--- src/hdl/chopper_defines.svh ---
// Field widths, reset values and divider counts of the chopper.
// Assumes inclusion by bare name from the design files.
`ifndef CHOPPER_DEFINES_SVH
`define CHOPPER_DEFINES_SVH

// ----------------------------------------------------------------------
// Divider periods in system clock cycles
// ----------------------------------------------------------------------
`define DIV_SEL0 11'h400
`define DIV_SEL1 11'h2ab
`define DIV_SEL2 11'h200
`define DIV_SEL3 11'h19a

// ----------------------------------------------------------------------
// Field widths and reset values
// ----------------------------------------------------------------------
`define AMP_W 8
`define CNT_W 11
`define GRAD_RST 8'h01
`define OFS_RST 8'h80
`define SCALE_RST 8'h00

`endif

--- src/hdl/chopper_pkg.sv ---
// Types shared by the chopper design files.
// Assumes chopper_defines.svh is reachable on the include path.
package chopper_pkg;
    `include "chopper_defines.svh"

    typedef enum logic [1:0] {
        SS_NORMAL = 2'h0,
        SS_STANDSTILL_OPTION = 2'h1,
        SS_SHORT_LOW = 2'h2,
        SS_SHORT_HIGH = 2'h3
    } standstill_t;

    typedef struct packed {
        logic [1:0] pwm_divider_select;
        logic [`AMP_W-1:0] amplitude_gradient;
        logic [`AMP_W-1:0] amplitude_offset;
        logic symmetric;
    } cycle_cfg_t;

    typedef struct packed {
        logic low_a;
        logic high_a;
        logic low_b;
        logic high_b;
    } coil_gate_t;
endpackage

--- src/hdl/pwm_period_counter.sv ---
// PWM period counter: counts one period and flags its last cycle.
// Assumes the period is chosen by the parent and held stable per cycle.
module pwm_period_counter #(
    parameter int CNT_W = 11
) (
    // Clock and reset
    input wire logic i_clk_sys,
    input wire logic i_reset,
    // Period control
    input wire logic [CNT_W-1:0] i_period,
    input wire logic i_run,
    // Position
    output logic [CNT_W-1:0] o_count,
    output logic o_wrap
);
    typedef struct packed {
        logic [CNT_W-1:0] count;
    } cnt_state_t;

    cnt_state_t state_ff;
    cnt_state_t nxt_state;

    // Elaboration refuses a counter too narrow for the longest period.
    if (CNT_W < 11) begin : g_width_check
        $error("CNT_W too small for the longest period");
    end

    assign o_wrap = i_run && (state_ff.count == i_period - 1'b1);
    assign o_count = state_ff.count;

    always_comb begin
        nxt_state = state_ff;
        if (!i_run || o_wrap) begin
            nxt_state.count = '0;
        end else begin
            nxt_state.count = state_ff.count + 1'b1;
        end
    end

    always_ff @(posedge i_clk_sys) begin
        if (i_reset) begin
            state_ff <= '0;
        end else begin
            state_ff <= nxt_state;
        end
    end

    a_wrap_spacing: assert property (@(posedge i_clk_sys) disable iff (i_reset)
        o_wrap |=> !o_wrap)
        else $error("Wrap flagged on consecutive cycles.");
endmodule

--- src/hdl/pwm_chopper.sv ---
// Quiet voltage-mode PWM chopper: divider, amplitude scaling, standstill.
// Assumes all configuration inputs are synchronous to i_clk_sys.
`include "chopper_defines.svh"

module pwm_chopper
    import chopper_pkg::*;
#(
    parameter int AMP_W = 8,
    parameter int CNT_W = 11
) (
    // Clock and reset
    input wire logic i_clk_sys,
    input wire logic i_reset,
    // Configuration
    input wire logic i_pwm_autoscale,
    input wire chopper_pkg::cycle_cfg_t i_cfg,
    input wire chopper_pkg::standstill_t i_standstill_option,
    input wire logic [3:0] i_driver_off_time_enable,
    input wire logic i_quiet_enable,
    input wire logic i_hold_current_zero,
    input wire logic i_standstill,
    // Motion and sensing
    input wire logic [AMP_W-1:0] i_velocity,
    input wire logic [AMP_W-1:0] i_duty_a,
    input wire logic [AMP_W-1:0] i_duty_b,
    input wire logic i_current_high,
    // Bridge and status
    output chopper_pkg::coil_gate_t o_gates,
    output logic [AMP_W-1:0] o_pwm_scale,
    output logic o_cycle_start
);
    import chopper_pkg::*;

    typedef struct packed {
        cycle_cfg_t cfg;
        logic [AMP_W-1:0] scale;
        coil_gate_t gates;
    } chop_state_t;

    chop_state_t state_ff;
    chop_state_t nxt_state;
    logic [CNT_W-1:0] period;
    logic [CNT_W-1:0] count;
    logic wrap;
    logic enabled;
    logic brake_active;
    logic [AMP_W-1:0] target;
    logic [CNT_W-1:0] pos;

    // Elaboration refuses an amplitude width other than 8 and a counter too narrow for the fixed periods.
    if (AMP_W != `AMP_W || CNT_W < `CNT_W) begin : g_width_check
        $error("Unsupported amplitude or counter width");
    end

    // ------------------------------------------------------------------
    // Helpers
    // ------------------------------------------------------------------
    function automatic logic [CNT_W-1:0] div_period(input logic [1:0] sel);
        case (sel)
            2'h0: div_period = CNT_W'(`DIV_SEL0);
            2'h1: div_period = CNT_W'(`DIV_SEL1);
            2'h2: div_period = CNT_W'(`DIV_SEL2);
            default: div_period = CNT_W'(`DIV_SEL3);
        endcase
    endfunction

    function automatic logic [AMP_W-1:0] sat_add(input logic [AMP_W:0] v);
        sat_add = v[AMP_W] ? '1 : v[AMP_W-1:0];
    endfunction

    function automatic logic pwm_on(input logic [CNT_W-1:0] p,
                                    input logic [AMP_W-1:0] duty,
                                    input logic [AMP_W-1:0] amp);
        logic [2*AMP_W-1:0] prod;
        prod = duty * amp;
        pwm_on = {3'h0, p[CNT_W-1:3]} < CNT_W'(prod[2*AMP_W-1:AMP_W]);
    endfunction

    // ------------------------------------------------------------------
    // Period counter
    // ------------------------------------------------------------------
    assign enabled = (i_driver_off_time_enable != 4'h0);
    assign period = div_period(state_ff.cfg.pwm_divider_select);

    pwm_period_counter #(
        .CNT_W(CNT_W)
    ) u_period (
        .i_clk_sys(i_clk_sys),
        .i_reset(i_reset),
        .i_period(period),
        .i_run(enabled),
        .o_count(count),
        .o_wrap(wrap)
    );

    // ------------------------------------------------------------------
    // Amplitude and gates
    // ------------------------------------------------------------------
    // Symmetric mode folds the count so both halves mirror; otherwise
    // the pulse is left-aligned.
    always_comb begin
        pos = count;
        if (state_ff.cfg.symmetric && count >= (period >> 1)) begin
            pos = period - count - 1'b1;
        end
        if (state_ff.cfg.symmetric) begin
            pos = pos << 1;
        end
    end

    assign brake_active = i_standstill && i_hold_current_zero &&
                          i_quiet_enable;

    always_comb begin
        logic [2*AMP_W-1:0] slope;
        slope = i_velocity * state_ff.cfg.amplitude_gradient;
        target = sat_add({1'b0, state_ff.cfg.amplitude_offset} +
                         {1'b0, slope[AMP_W-1:0]});
    end

    always_comb begin
        logic on_a;
        logic on_b;
        on_a = 1'b0;
        on_b = 1'b0;
        nxt_state = state_ff;
        if (wrap || !enabled) begin
            nxt_state.cfg = i_cfg;
        end
        if (wrap) begin
            if (!i_pwm_autoscale) begin
                nxt_state.scale = target;
            end else if (i_current_high) begin
                // Regulation loop: gradient is the step size.
                nxt_state.scale =
                    (state_ff.scale > state_ff.cfg.amplitude_gradient)
                    ? state_ff.scale - state_ff.cfg.amplitude_gradient : '0;
            end else begin
                nxt_state.scale = sat_add({1'b0, state_ff.scale} +
                    {1'b0, state_ff.cfg.amplitude_gradient});
            end
            if (i_pwm_autoscale &&
                nxt_state.scale > state_ff.cfg.amplitude_offset) begin
                nxt_state.scale = state_ff.cfg.amplitude_offset;
            end
        end
        on_a = pwm_on(pos, i_duty_a, state_ff.scale);
        on_b = pwm_on(pos, i_duty_b, state_ff.scale);
        nxt_state.gates = '0;
        if (!enabled) begin
            nxt_state.gates = '0;
        end else if (brake_active) begin
            case (i_standstill_option)
                SS_NORMAL: nxt_state.gates = '{!on_a, on_a, !on_b, on_b};
                SS_STANDSTILL_OPTION: nxt_state.gates = '0;
                SS_SHORT_LOW: nxt_state.gates = '{1'b1, 1'b0, 1'b1, 1'b0};
                SS_SHORT_HIGH: nxt_state.gates = '{1'b0, 1'b1, 1'b0, 1'b1};
                default: nxt_state.gates = '0;
            endcase
        end else begin
            nxt_state.gates = '{!on_a, on_a, !on_b, on_b};
        end
    end

    always_ff @(posedge i_clk_sys) begin
        if (i_reset) begin
            state_ff.cfg <= '{2'h0, `GRAD_RST, `OFS_RST, 1'b0};
            state_ff.scale <= `SCALE_RST;
            state_ff.gates <= '0;
        end else begin
            state_ff <= nxt_state;
        end
    end

    assign o_gates = state_ff.gates;
    assign o_pwm_scale = state_ff.scale;
    assign o_cycle_start = wrap;

    // ------------------------------------------------------------------
    // Checks
    // ------------------------------------------------------------------
    a_driver_off: assert property (@(posedge i_clk_sys) disable iff (i_reset)
        !enabled |=> o_gates == '0)
        else $error("Gates active while driver disabled.");
    a_cfg_held: assert property (@(posedge i_clk_sys) disable iff (i_reset)
        enabled && $past(enabled) && !$past(wrap) |-> $stable(state_ff.cfg))
        else $error("Configuration changed mid-cycle.");
    a_cfg_taken: assert property (@(posedge i_clk_sys) disable iff (i_reset)
        wrap |=> state_ff.cfg == $past(i_cfg))
        else $error("Configuration not taken at boundary.");
    a_sel0_period: assert property (@(posedge i_clk_sys) disable iff (i_reset)
        state_ff.cfg.pwm_divider_select == 2'h0 |-> period == 11'h400)
        else $error("Selection zero period wrong.");
    a_sel_periods: assert property (@(posedge i_clk_sys) disable iff (i_reset)
        state_ff.cfg.pwm_divider_select == 2'h3 |-> period == 11'h19a)
        else $error("Selection three period wrong.");
    a_low_short: assert property (@(posedge i_clk_sys) disable iff (i_reset)
        enabled && brake_active && i_standstill_option == SS_SHORT_LOW
        |=> o_gates == 4'b1010)
        else $error("Low-side short not applied.");
    a_high_short: assert property (@(posedge i_clk_sys) disable iff (i_reset)
        enabled && brake_active && i_standstill_option == SS_SHORT_HIGH
        |=> o_gates == 4'b0101)
        else $error("High-side short not applied.");
    a_no_brake_run: assert property (@(posedge i_clk_sys) disable iff (i_reset)
        enabled && !i_quiet_enable |=> o_gates.low_a != o_gates.high_a)
        else $error("Brake applied outside quiet mode.");
    a_forward_scale: assert property (@(posedge i_clk_sys)
        disable iff (i_reset)
        wrap && !i_pwm_autoscale |=> o_pwm_scale == $past(target))
        else $error("Forward amplitude not loaded.");
    a_scale_limit: assert property (@(posedge i_clk_sys) disable iff (i_reset)
        wrap && i_pwm_autoscale
        |=> o_pwm_scale <= $past(state_ff.cfg.amplitude_offset))
        else $error("Regulated scale above limit.");
    a_scale_hold: assert property (@(posedge i_clk_sys) disable iff (i_reset)
        !wrap |=> $stable(o_pwm_scale))
        else $error("Scale changed mid-cycle.");

    c_wrap: cover property (@(posedge i_clk_sys) disable iff (i_reset) wrap);
    c_autoscale: cover property (@(posedge i_clk_sys) disable iff (i_reset)
        wrap && i_pwm_autoscale);
    c_brake: cover property (@(posedge i_clk_sys) disable iff (i_reset)
        enabled && brake_active);
    c_symmetric: cover property (@(posedge i_clk_sys) disable iff (i_reset)
        wrap && state_ff.cfg.symmetric);
endmodule

--- config.mk ---
export PLATFORM = sky130hd
export DESIGN_NAME = pwm_chopper
export DESIGN_NICKNAME = d
export VERILOG_FILES = /design/src/hdl/chopper_pkg.sv /design/src/hdl/pwm_period_counter.sv /design/src/hdl/pwm_chopper.sv
export VERILOG_INCLUDE_DIRS = /design/src /design/src/hdl
export SDC_FILE = /design/constraint.sdc
export NUM_CORES = 1
export LEC_CHECK = 0
export ABC_AREA = 0
export ABC_CLOCK_PERIOD_IN_PS = 6500
export BUFFER_PORTS_ARGS = -buffer_cell sky130_fd_sc_hd__buf_2
export CORE_MARGIN = 3
export CORE_UTILIZATION = 30
export CTS_BUF_LIST = sky130_fd_sc_hd__clkbuf_8
export CTS_CLUSTER_SIZE = 30
export DETAILED_ROUTE_END_ITERATION = 7
export RECOVER_POWER = 50
export SYNTH_ARGS = -nofsm -noshare
export SYNTH_HDL_FRONTEND = slang
export SYNTH_HIERARCHICAL = 1
export SYNTH_SLANG_ARGS = --single-unit
--- constraint.sdc ---
create_clock -name i_clk_sys -period 6.5 [get_ports i_clk_sys]
set_input_delay 1.3 -clock i_clk_sys [delete_from_list [all_inputs] [get_ports i_clk_sys]]
set_output_delay 1.3 -clock i_clk_sys [all_outputs]
set_load 0.01 [all_outputs]
# Yosys cells after proc, flatten, opt, wreduce, memory -nomap -nowiden
# Cells that the tools add are included.
# word_totals
rom_bits	0
latchBits	0
mem_count	0
word_cells	58
ramBits	0
regBits	42
output_inout_bits	13
inputBits	56
# classes
addsub	7
order_cmp	5
n_mul	3
shifts	0
muxes	12
div	0
n_bitwise	1
eq_ne	6
n_reduce_logical	14
# op_table
cell	count
$mux W8	7
$pmux W11 S3	1
$mul A8 B8 Y16	2
$mux W11	2
$sub A11 B1 Y11 const B	2
$add A8 B8 Y9	2
$gt A8 B8 Y1	2
$lt A8 B8 Y1	2
$pmux W4 S4	1
$add A11 B1 Y11 const B	1
$eq A11 B11 Y1	1
$ge A11 B10 Y1	1
$sub A11 B11 Y11	1
$mul A8 B8 Y8	1
$sub A8 B8 Y8	1
$eq A2 B2 Y1 const B	3
$logic_and A1 B1 Y1	5
$eq A2 B1 Y1 const B	2
$logic_not A2 Y1	2
$mux W4	1
$reduce_bool A4 Y1	1
$reduce_or A2 Y1	2
$logic_not A1 Y1	3
$logic_or A1 B1 Y1	1
$not A1 Y1	1

# Longest topological paths before layout
# Gate-level depths: netlist (run 1).
# logic_depth
word_depth	10
ltp_mapped	28

# Cells and area by module
# Netlist (run 1), hierarchy kept.
# by_module_without_submodules
module	cells_per_inst	n_inst	area_each_um2
pwm_chopper	1072	1	8500.7
pwm_period_counter	112	1	973.4

# Worst setup path before layout (run 1)
# OpenSTA, ideal clock, no wires.
# synth_timing
path_type	input to register
start	input i_velocity[1]
end	register state_ff (netlist bit o_pwm_scale[4])
slack_ns	-0.354
required_time_ns	6.371
setup_ns	0.129
t_arrival_ns	6.725
path_stages	25
path_cell_list	nand2_1 > fa_1 > fa_1 > inv_1 > fa_1 > inv_1 > fa_1 > inv_1 > ha_1 > a21oi_1 > xnor2_1 > xnor2_1 > ha_1 > a211oi_1 > o31ai_4 > nor2_1 > a31oi_4 > ha_1 > nand4_1 > o21a_1 > a22oi_1 > clkbuf_1 > o21ai_0 > a21oi_1 > nor3_2
# synth_via
elab_chain_len	8
# synth_rtl
element	line	text
from (decl)	pwm_chopper.sv:23	input wire logic [AMP_W-1:0] i_velocity,
$mul A8 B8 Y8 *	pwm_chopper.sv:116	slope = i_velocity * state_ff.cfg.amplitude_gradient;
$add A8 B8 Y9 *	pwm_chopper.sv:117	target = sat_add({1'b0, state_ff.cfg.amplitude_offset} +
$mux W8 *	pwm_chopper.sv:68	sat_add = v[AMP_W] ? '1 : v[AMP_W-1:0];
$mux W8 *	pwm_chopper.sv:131	if (!i_pwm_autoscale) begin
$mux W8 *	pwm_chopper.sv:130	if (wrap) begin
$gt A8 B8 Y1	pwm_chopper.sv:143	nxt_state.scale > state_ff.cfg.amplitude_offset) begin
$logic_and A1 B1 Y1	pwm_chopper.sv:142	if (i_pwm_autoscale &&
$mux W8 *	pwm_chopper.sv:142	
to (signal assigned)	pwm_chopper.sv:171	state_ff <= nxt_state;
to (decl)	pwm_chopper.sv:40	chop_state_t state_ff;
# Every way passes the cells marked *; elsewhere a longest branch is shown, timed or not. The select of a mux whose other input is x is not followed.
# A chain may end at the register's enable or synchronous reset.

# Final worst setup path (run 1)
# layout_timing
start	input i_velocity[3]
end	register state_ff (netlist bit o_pwm_scale[3])
# The elaborated chain is that of the path after synthesis.

==> results of run 1 <==
## registers in the layout, summed over array words and instances (netlist names)
signal,cells
state_ff,19
u_period/o_count,11
o_pwm_scale,8
o_gates,4
## placed cells by master (no fill, tap or decap), drive strengths merged, types with 7 or more instances in the layout
cell type,count
a211oi,25
a21o,17
a21oi,63
and2,78
buf,135
clkbuf,19
conb,14
dfxtp,42
fa,85
ha,148
inv,180
nand2,146
nand2b,7
nand3,20
nand4,10
nor2,66
nor2b,13
nor3,17
nor4,7
o21a,12
o21ai,32
or3,8
xnor2,32
xor2,29
## layer usage
metal | share of wire, % | vias up | global-route usage, %
met1 | 48 | 4069 | 20.1
met3 | 3.1 | 27 | 1.46
met5 | 0.036 | - | 0
met2 | 48 | 141 | 25.2
met4 | 1.5 | 2 | 2.57
li1 | - | 4156 | -
## cell type report
class | instances | area, um2
sequential | 42 | 841
tap | 396 | 495
multi-input combinational | 930 | 8060
fill | 3245 | 19700
clock inverter | 3 | 27.5
inverter | 178 | 668
clock buffer | 5 | 68.8
timing repair buffer | 149 | 967
## worst paths after layout
check	startpoint	to	slack, ns	cells past startpoint
worst min register to register	state_ff[30]	state_ff[30]	0.48	2
worst min-delay path	state_ff[30]	state_ff[30]	0.48	2
worst max-delay path	i_velocity[3]	o_pwm_scale[3]	0.05	26
worst max register to register	o_pwm_scale[2]	o_gates[1]	0.48	23
## worst register-to-register path, cell delays in order, from the launching register on
cell and delay (ns):
dfxtp_1 0.76, clkbuf_1 0.32, and2_1 0.20, fa_1 0.17, inv_1 0.06, fa_1 0.52
inv_1 0.04, ha_1 0.26, inv_1 0.05, fa_1 0.54, inv_1 0.05, ha_1 0.30
a21oi_1 0.19, o211ai_1 0.13, a221o_1 0.39, o41ai_2 0.41, nor2b_1 0.10, o21a_1 0.21
or2_1 0.24, ha_4 0.27, nand4_1 0.18, o2111ai_2 0.24, nand2_1 0.09, o211ai_1 0.20
## cell families after synthesis
family,share of synthesized area [%]
AOI/OAI and AO/OA,15.6
xor gates and xnor gates,5.88
adders and majority gates,37.5
buffers and inverters,9.75
DFF,8.87
muxes,0.872
other,0.0396
and+or+nand+nor,21.5
## stage by stage
stage,hold WS [ns],instance area [um2],cells
finish,0.477,11100,1703
detailed placement,0.471,10700,1689
CTS,0.482,10800,1699
floorplan,0.449,9550,1197
global route,0.502,11100,1703
global placement,0.468,10700,1689
## what timing repair did
item,CTS,global route
buffers inserted,1,4
hold buffers,0,0
resized for setup,2,72
pin swaps,3,74
gates cloned,1,0
setup endpoints to repair,7,12
## where the power goes
group	internal [mW]	leakage [nW]	total [mW]	switching, mW
combinational	0.146	5.04	0.304	0.158
clock	0.0798	0.0467	0.189	0.109
sequential	0.264	0.341	0.275	0.0108
total	0.490	5.43	0.767	0.277
==> flow_summary.ini, run 1 <==
[clock_network]
clock_tree.root_cell = clkbuf_8
tritoncts = yes
cts_buffer_depth = 2
cts.htree.levels = 2
clock_sinks = 42
cts_buffers = 5
clk_pin_slew_ns = 0.10
insertion_delay_ns = 0.31

[floorplanning]
io_pins = 69
die_x_um = 184
rows = 64
core_area_um2 = 30800
die-area_um2 = 33700
initial_core_util_pct = 30.7
die_h_um = 184

[synthesis]
yosysSeqAreaShare_pct = 8.87
synth_commonest_cells = inv_1 (178), ha_1 (148), nand2_1 (146), fa_1 (85), and2_1 (78)
syn_area_per_cell_um2 = 8.00
synth_area_leaders = ha_1 (20%), fa_1 (18%), dfxtp_1 (8.9%), inv_1 (7.1%), nand2_1 (5.8%)
post-synth-top-count-cell = inv_1
ys_warn_count = 6
synthCells = 1184
synthFlopType = dfxtp_1
synth_top_area_share_pct = 19.5
netlist_area_um2 = 9470
async_reset_ff_share_pct = 0
yosysTopAreaCell = ha_1
synth_edf_count = 0
yosysUniqueCellTypes = 90
synth_seq_cells = 42

[detailed_routing]
routedWlPerCell_um = 14.6
wl_mm = 24.9
drtAntennaViolNets = 0
drt-vias-per-instance = 4.93
drt_iter0_drc = 382
first_pass_iters = 4
drc = 0
dr_total_vias = 8395

[cells_and_area]
final_nets = 1595
diodes = 0
drive_gt1_share_pct = 17.4
postLayoutCoreUtil_pct = 36.1
area_delta_synth_final_pct = 17.4

[timing]
setup_ws_ns = 0.0462
finClkSkew_ns = 0.0121
fin_crit_sh_pct = 99.3
setup_viol = 0
relSlewSlack_pct = 27.6
rsz0062_at_grt = yes
fin_tns_setup_ns = 0
fmax_mhz = 155
finalCriticalPeriod_ns = 6.45
hold_violations = 0
drv_slew = 0
worst_pin_slew_ns = 1.08

[critical_path]
cp_top_family = adder cells
worst-setup-path-type = in2reg
critPathMaxFanout = 7
endpoint_kind = register
path_buf_inv = 5
cp.arrival_ns = 6.68
crit_path_top_delay_cell = fa_1
cp.required_ns = 6.73
crit_top_cell = inv_2
slowest_delay_ns = 0.55
critPathLaunchType = input pin

[global_routing]
grt.overflow.total = 0
grt_pass1_wl_mm = 41.1
grt_max_degree = 32
track_usage_pct = 14.6
grt_pass1_vias = 8410
grt_antenna_before_repair = 1

[power]
p_total_uw = 767
power_per_cell_area_nw_per_um2 = 68.9
vdd_drop_max_uv = 80.7
p_leak_nw = 5.43

[flow_run]
cap_violations = 0

[run_status]
status = completed

[place]
place_hpwl_mm = 20.3
place.gp.congestion = 0.852
io_buffers = 68
dp_slack_ns = -0.433

[min_path]
hold_class = reg2reg
Note: power is estimated with default switching activity, not from simulation.
==> run 2: changes to the inputs <==
- SYNTH_HIERARCHICAL: 1 -> not set
==> run 2 against run 1 <==
Effect of this change: register-to-register slack lost 0.17 ns; the run now ends with negative setup slack left; total power grew 2.6%; critical path type unchanged; combinational power grew 6.9%; area after synthesis shrank 5.8%; highest routed layer is now met4; wire length shrank 4.2%.
==> flow_summary.ini, run 2 <==
[global_routing]
grt_pass1_wl_mm = 40.0
grt_antenna_before_repair = 0
grt.overflow.total = 0
grt_max_degree = 23
track_usage_pct = 15.4
grt_pass1_vias = 7913

[floorplanning]
die_x_um = 178
rows = 62
initial_core_util_pct = 30.7
io_pins = 69
die-area_um2 = 31800
core_area_um2 = 29000
die_h_um = 178

[detailed_routing]
drc = 0
dr_total_vias = 7725
routedWlPerCell_um = 15.0
drt-vias-per-instance = 4.88
drt_iter0_drc = 406
first_pass_iters = 5
drtAntennaViolNets = 0
wl_mm = 23.8

[timing]
fin_tns_setup_ns = -0.502
hold_violations = 0
fmax_mhz = 151
finClkSkew_ns = 0.00527
finalCriticalPeriod_ns = 6.62
setup_ws_ns = -0.120
fin_crit_sh_pct = 102
drv_slew = 0
relSlewSlack_pct = 0.782
rsz0062_at_grt = yes
worst_pin_slew_ns = 1.49
setup_viol = 8

[power]
swShare_pct = 34.9
pwr-share-comb_pct = 41.3
p_int_uw = 512
seq_power_share_pct = 34.8
clkPwrFrac_pct = 24.0
p_leak_nw = 5.35
p_sw_uw = 275
power_per_cell_area_nw_per_um2 = 75.9
vdd_drop_max_uv = 78.8

[min_path]
hold_class = reg2reg

[clock_network]
cts.htree.levels = 2
clock_sinks = 42
clk_pin_slew_ns = 0.09
cts_buffer_depth = 2
tritoncts = yes
clock_tree.root_cell = clkbuf_8
cts_buffers = 5
insertion_delay_ns = 0.31

[flow_run]
cap_violations = 0

[cells_and_area]
area_delta_synth_final_pct = 16.2
final_cell_mix = inv_1 (165), ha_1 (143), nand2_1 (102)
drive_gt1_share_pct = 15.1
fillerInstances = 3065
postLayoutCoreUtil_pct = 35.7
layout.cells.non_filler = 1583
final_nets = 1488
final_cell_area_um2 = 10400
largest_reg_flops = 19
multi_input_area_um2 = 7420
diodes = 0
top_register = state_ff
seq_area_um2 = 841
final_common_cell = inv_1

[critical_path]
r2r-end = o_gates[1]
reg2reg_depth = 21
cp_top_family = adder cells
worst-setup-path-type = in2reg
critPathLaunchType = input pin
crit_path_top_delay_cell = or4b_4
cp-endpoint = o_pwm_scale[6]
rr_startpoint = o_pwm_scale[3]
crit_top_cell = a21oi_2
cp.arrival_ns = 6.88
critPathMaxFanout = 6
slowest_delay_ns = 0.53
worst-r2r-setup-slack_ns = 0.31
cp.required_ns = 6.76
critical_path_depth = 26
endpoint_kind = register
path_buf_inv = 4
startpoint = i_velocity[1]

[synthesis]
synth_nets = 1377
synthFlopType = dfxtp_1
post-synth-top-count-cell = inv_1
synth_top_area_share_pct = 20.9
syn_area_per_cell_um2 = 8.21
yosysTopAreaCell = ha_1
synth_edf_count = 0
yosysSeqAreaShare_pct = 9.42
netlist_area_um2 = 8920
yosysUniqueCellTypes = 68
synthCells = 1087
synth_commonest_cells = inv_1 (165), ha_1 (149), nand2_1 (109), fa_1 (85), and2_1 (80)
async_reset_ff_share_pct = 0
synth_seq_cells = 42
ys_warn_count = 0
synth_area_leaders = ha_1 (21%), fa_1 (19%), dfxtp_1 (9.4%), inv_1 (6.9%), and2_1 (5.6%)

[place]
placed_cell_area_um2 = 10200
place_hpwl_mm = 19.8
place.gp.congestion = 0.873
io_buffers = 68
dp_slack_ns = -0.593
placed_cells = 1573

[run_status]
status = complete, but fails checks
violations = negative setup slack
run 2: cell types whose count changed after synthesis, moves of 5 or more:
cell and change:
inv_1 -13, o21ai_0 +5, xnor2_1 +9, mux2i_1 +18
xor2_1 -10, nor2_1 +8, a211oi_1 -15, o21ai_1 -6
a21oi_1 -17, nand2_1 -37, clkbuf_1 -10
run 2: worst min-delay path by stage:
stage | startpoint | endpoint | depth (start not counted)
after floorplan | u_period.o_count[0] | u_period.o_count[0] | 1
after global placement | state_ff[30] | state_ff[30] | 2
after detailed placement | state_ff[30] | state_ff[30] | 2
after CTS | state_ff[30] | state_ff[30] | 2
after global routing | u_period.o_count[0] | u_period.o_count[0] | 1
final | state_ff[30] | state_ff[30] | 2
run 2: through the flow:
stage          power (mW)  hold slack (ns)
2_1_floorplan       0.450            0.464
3_3_place_gp        0.573            0.504
3_5_place_dp        0.577            0.520
4_1_cts             0.783            0.543
5_1_grt             0.837            0.586
6_report            0.787            0.541
run 2: metal layers:
layer | GRT usage (%) | wire length [um]
met1 | 22.4 | 11800
met2 | 25.2 | 10900
met3 | 1.55 | 884
met4 | 2.01 | 297
met5 | 0 | 0
run 2: kinds of logic (layout without fill, tap and decap cells):
group / after synthesis / after routing / synth area share, %
mux: 24 / 24 / 2.69
fa+ha+maj: 234 / 234 / 40.0
buf+inv: 203 / 315 / 9.49
compound gates: 169 / 169 / 12.8
simple gates: 355 / 355 / 19.8
flops: 42 / 42 / 9.43
xor+xnor: 60 / 60 / 5.89
run 2: final cells by class:
| cell class | instances | share of cell area (%) |
|---|---|---|
| Sequential cell | 42 | 8.11 |
| Multi-Input combinational cell | 842 | 71.6 |
| Clock buffer | 6 | 0.796 |
| Inverter | 165 | 5.97 |
| Timing Repair Buffer | 142 | 8.77 |
| Tap cell | 384 | 4.63 |
| Clock inverter | 2 | 0.121 |
run 2: worst register-to-register path, stage by stage (launching register included):
cell and delay, ns:
dfxtp_1 0.46, clkbuf_1 0.82, nand2_1 0.17, fa_1 0.55, inv_1 0.05, fa_1 0.48, inv_1 0.06, fa_1 0.50
fa_1 0.56, inv_1 0.05, ha_1 0.30, a21o_1 0.19, a41oi_2 0.23, a21oi_1 0.13, a21o_1 0.21, a21oi_1 0.18
xnor2_1 0.20, ha_1 0.33, nand4_1 0.11, o21ai_0 0.09, a211o_1 0.27, and2_1 0.17
run 2: power by group through the flow:
stage	clock network (mW)	registers (mW)	logic (mW)
after CTS	0.197	0.273	0.313
after global placement	0	0.279	0.293
final	0.189	0.274	0.325
after floorplan	0	0.274	0.175
after detailed placement	0	0.279	0.298
after global routing	0.206	0.275	0.357
run 2: timing repair:
action,4_1_cts,5_1_grt
resized for setup,18,14
hold buffers,0,0
setup endpoints to repair,8,10
buffers inserted,2,0
pin swaps,20,16
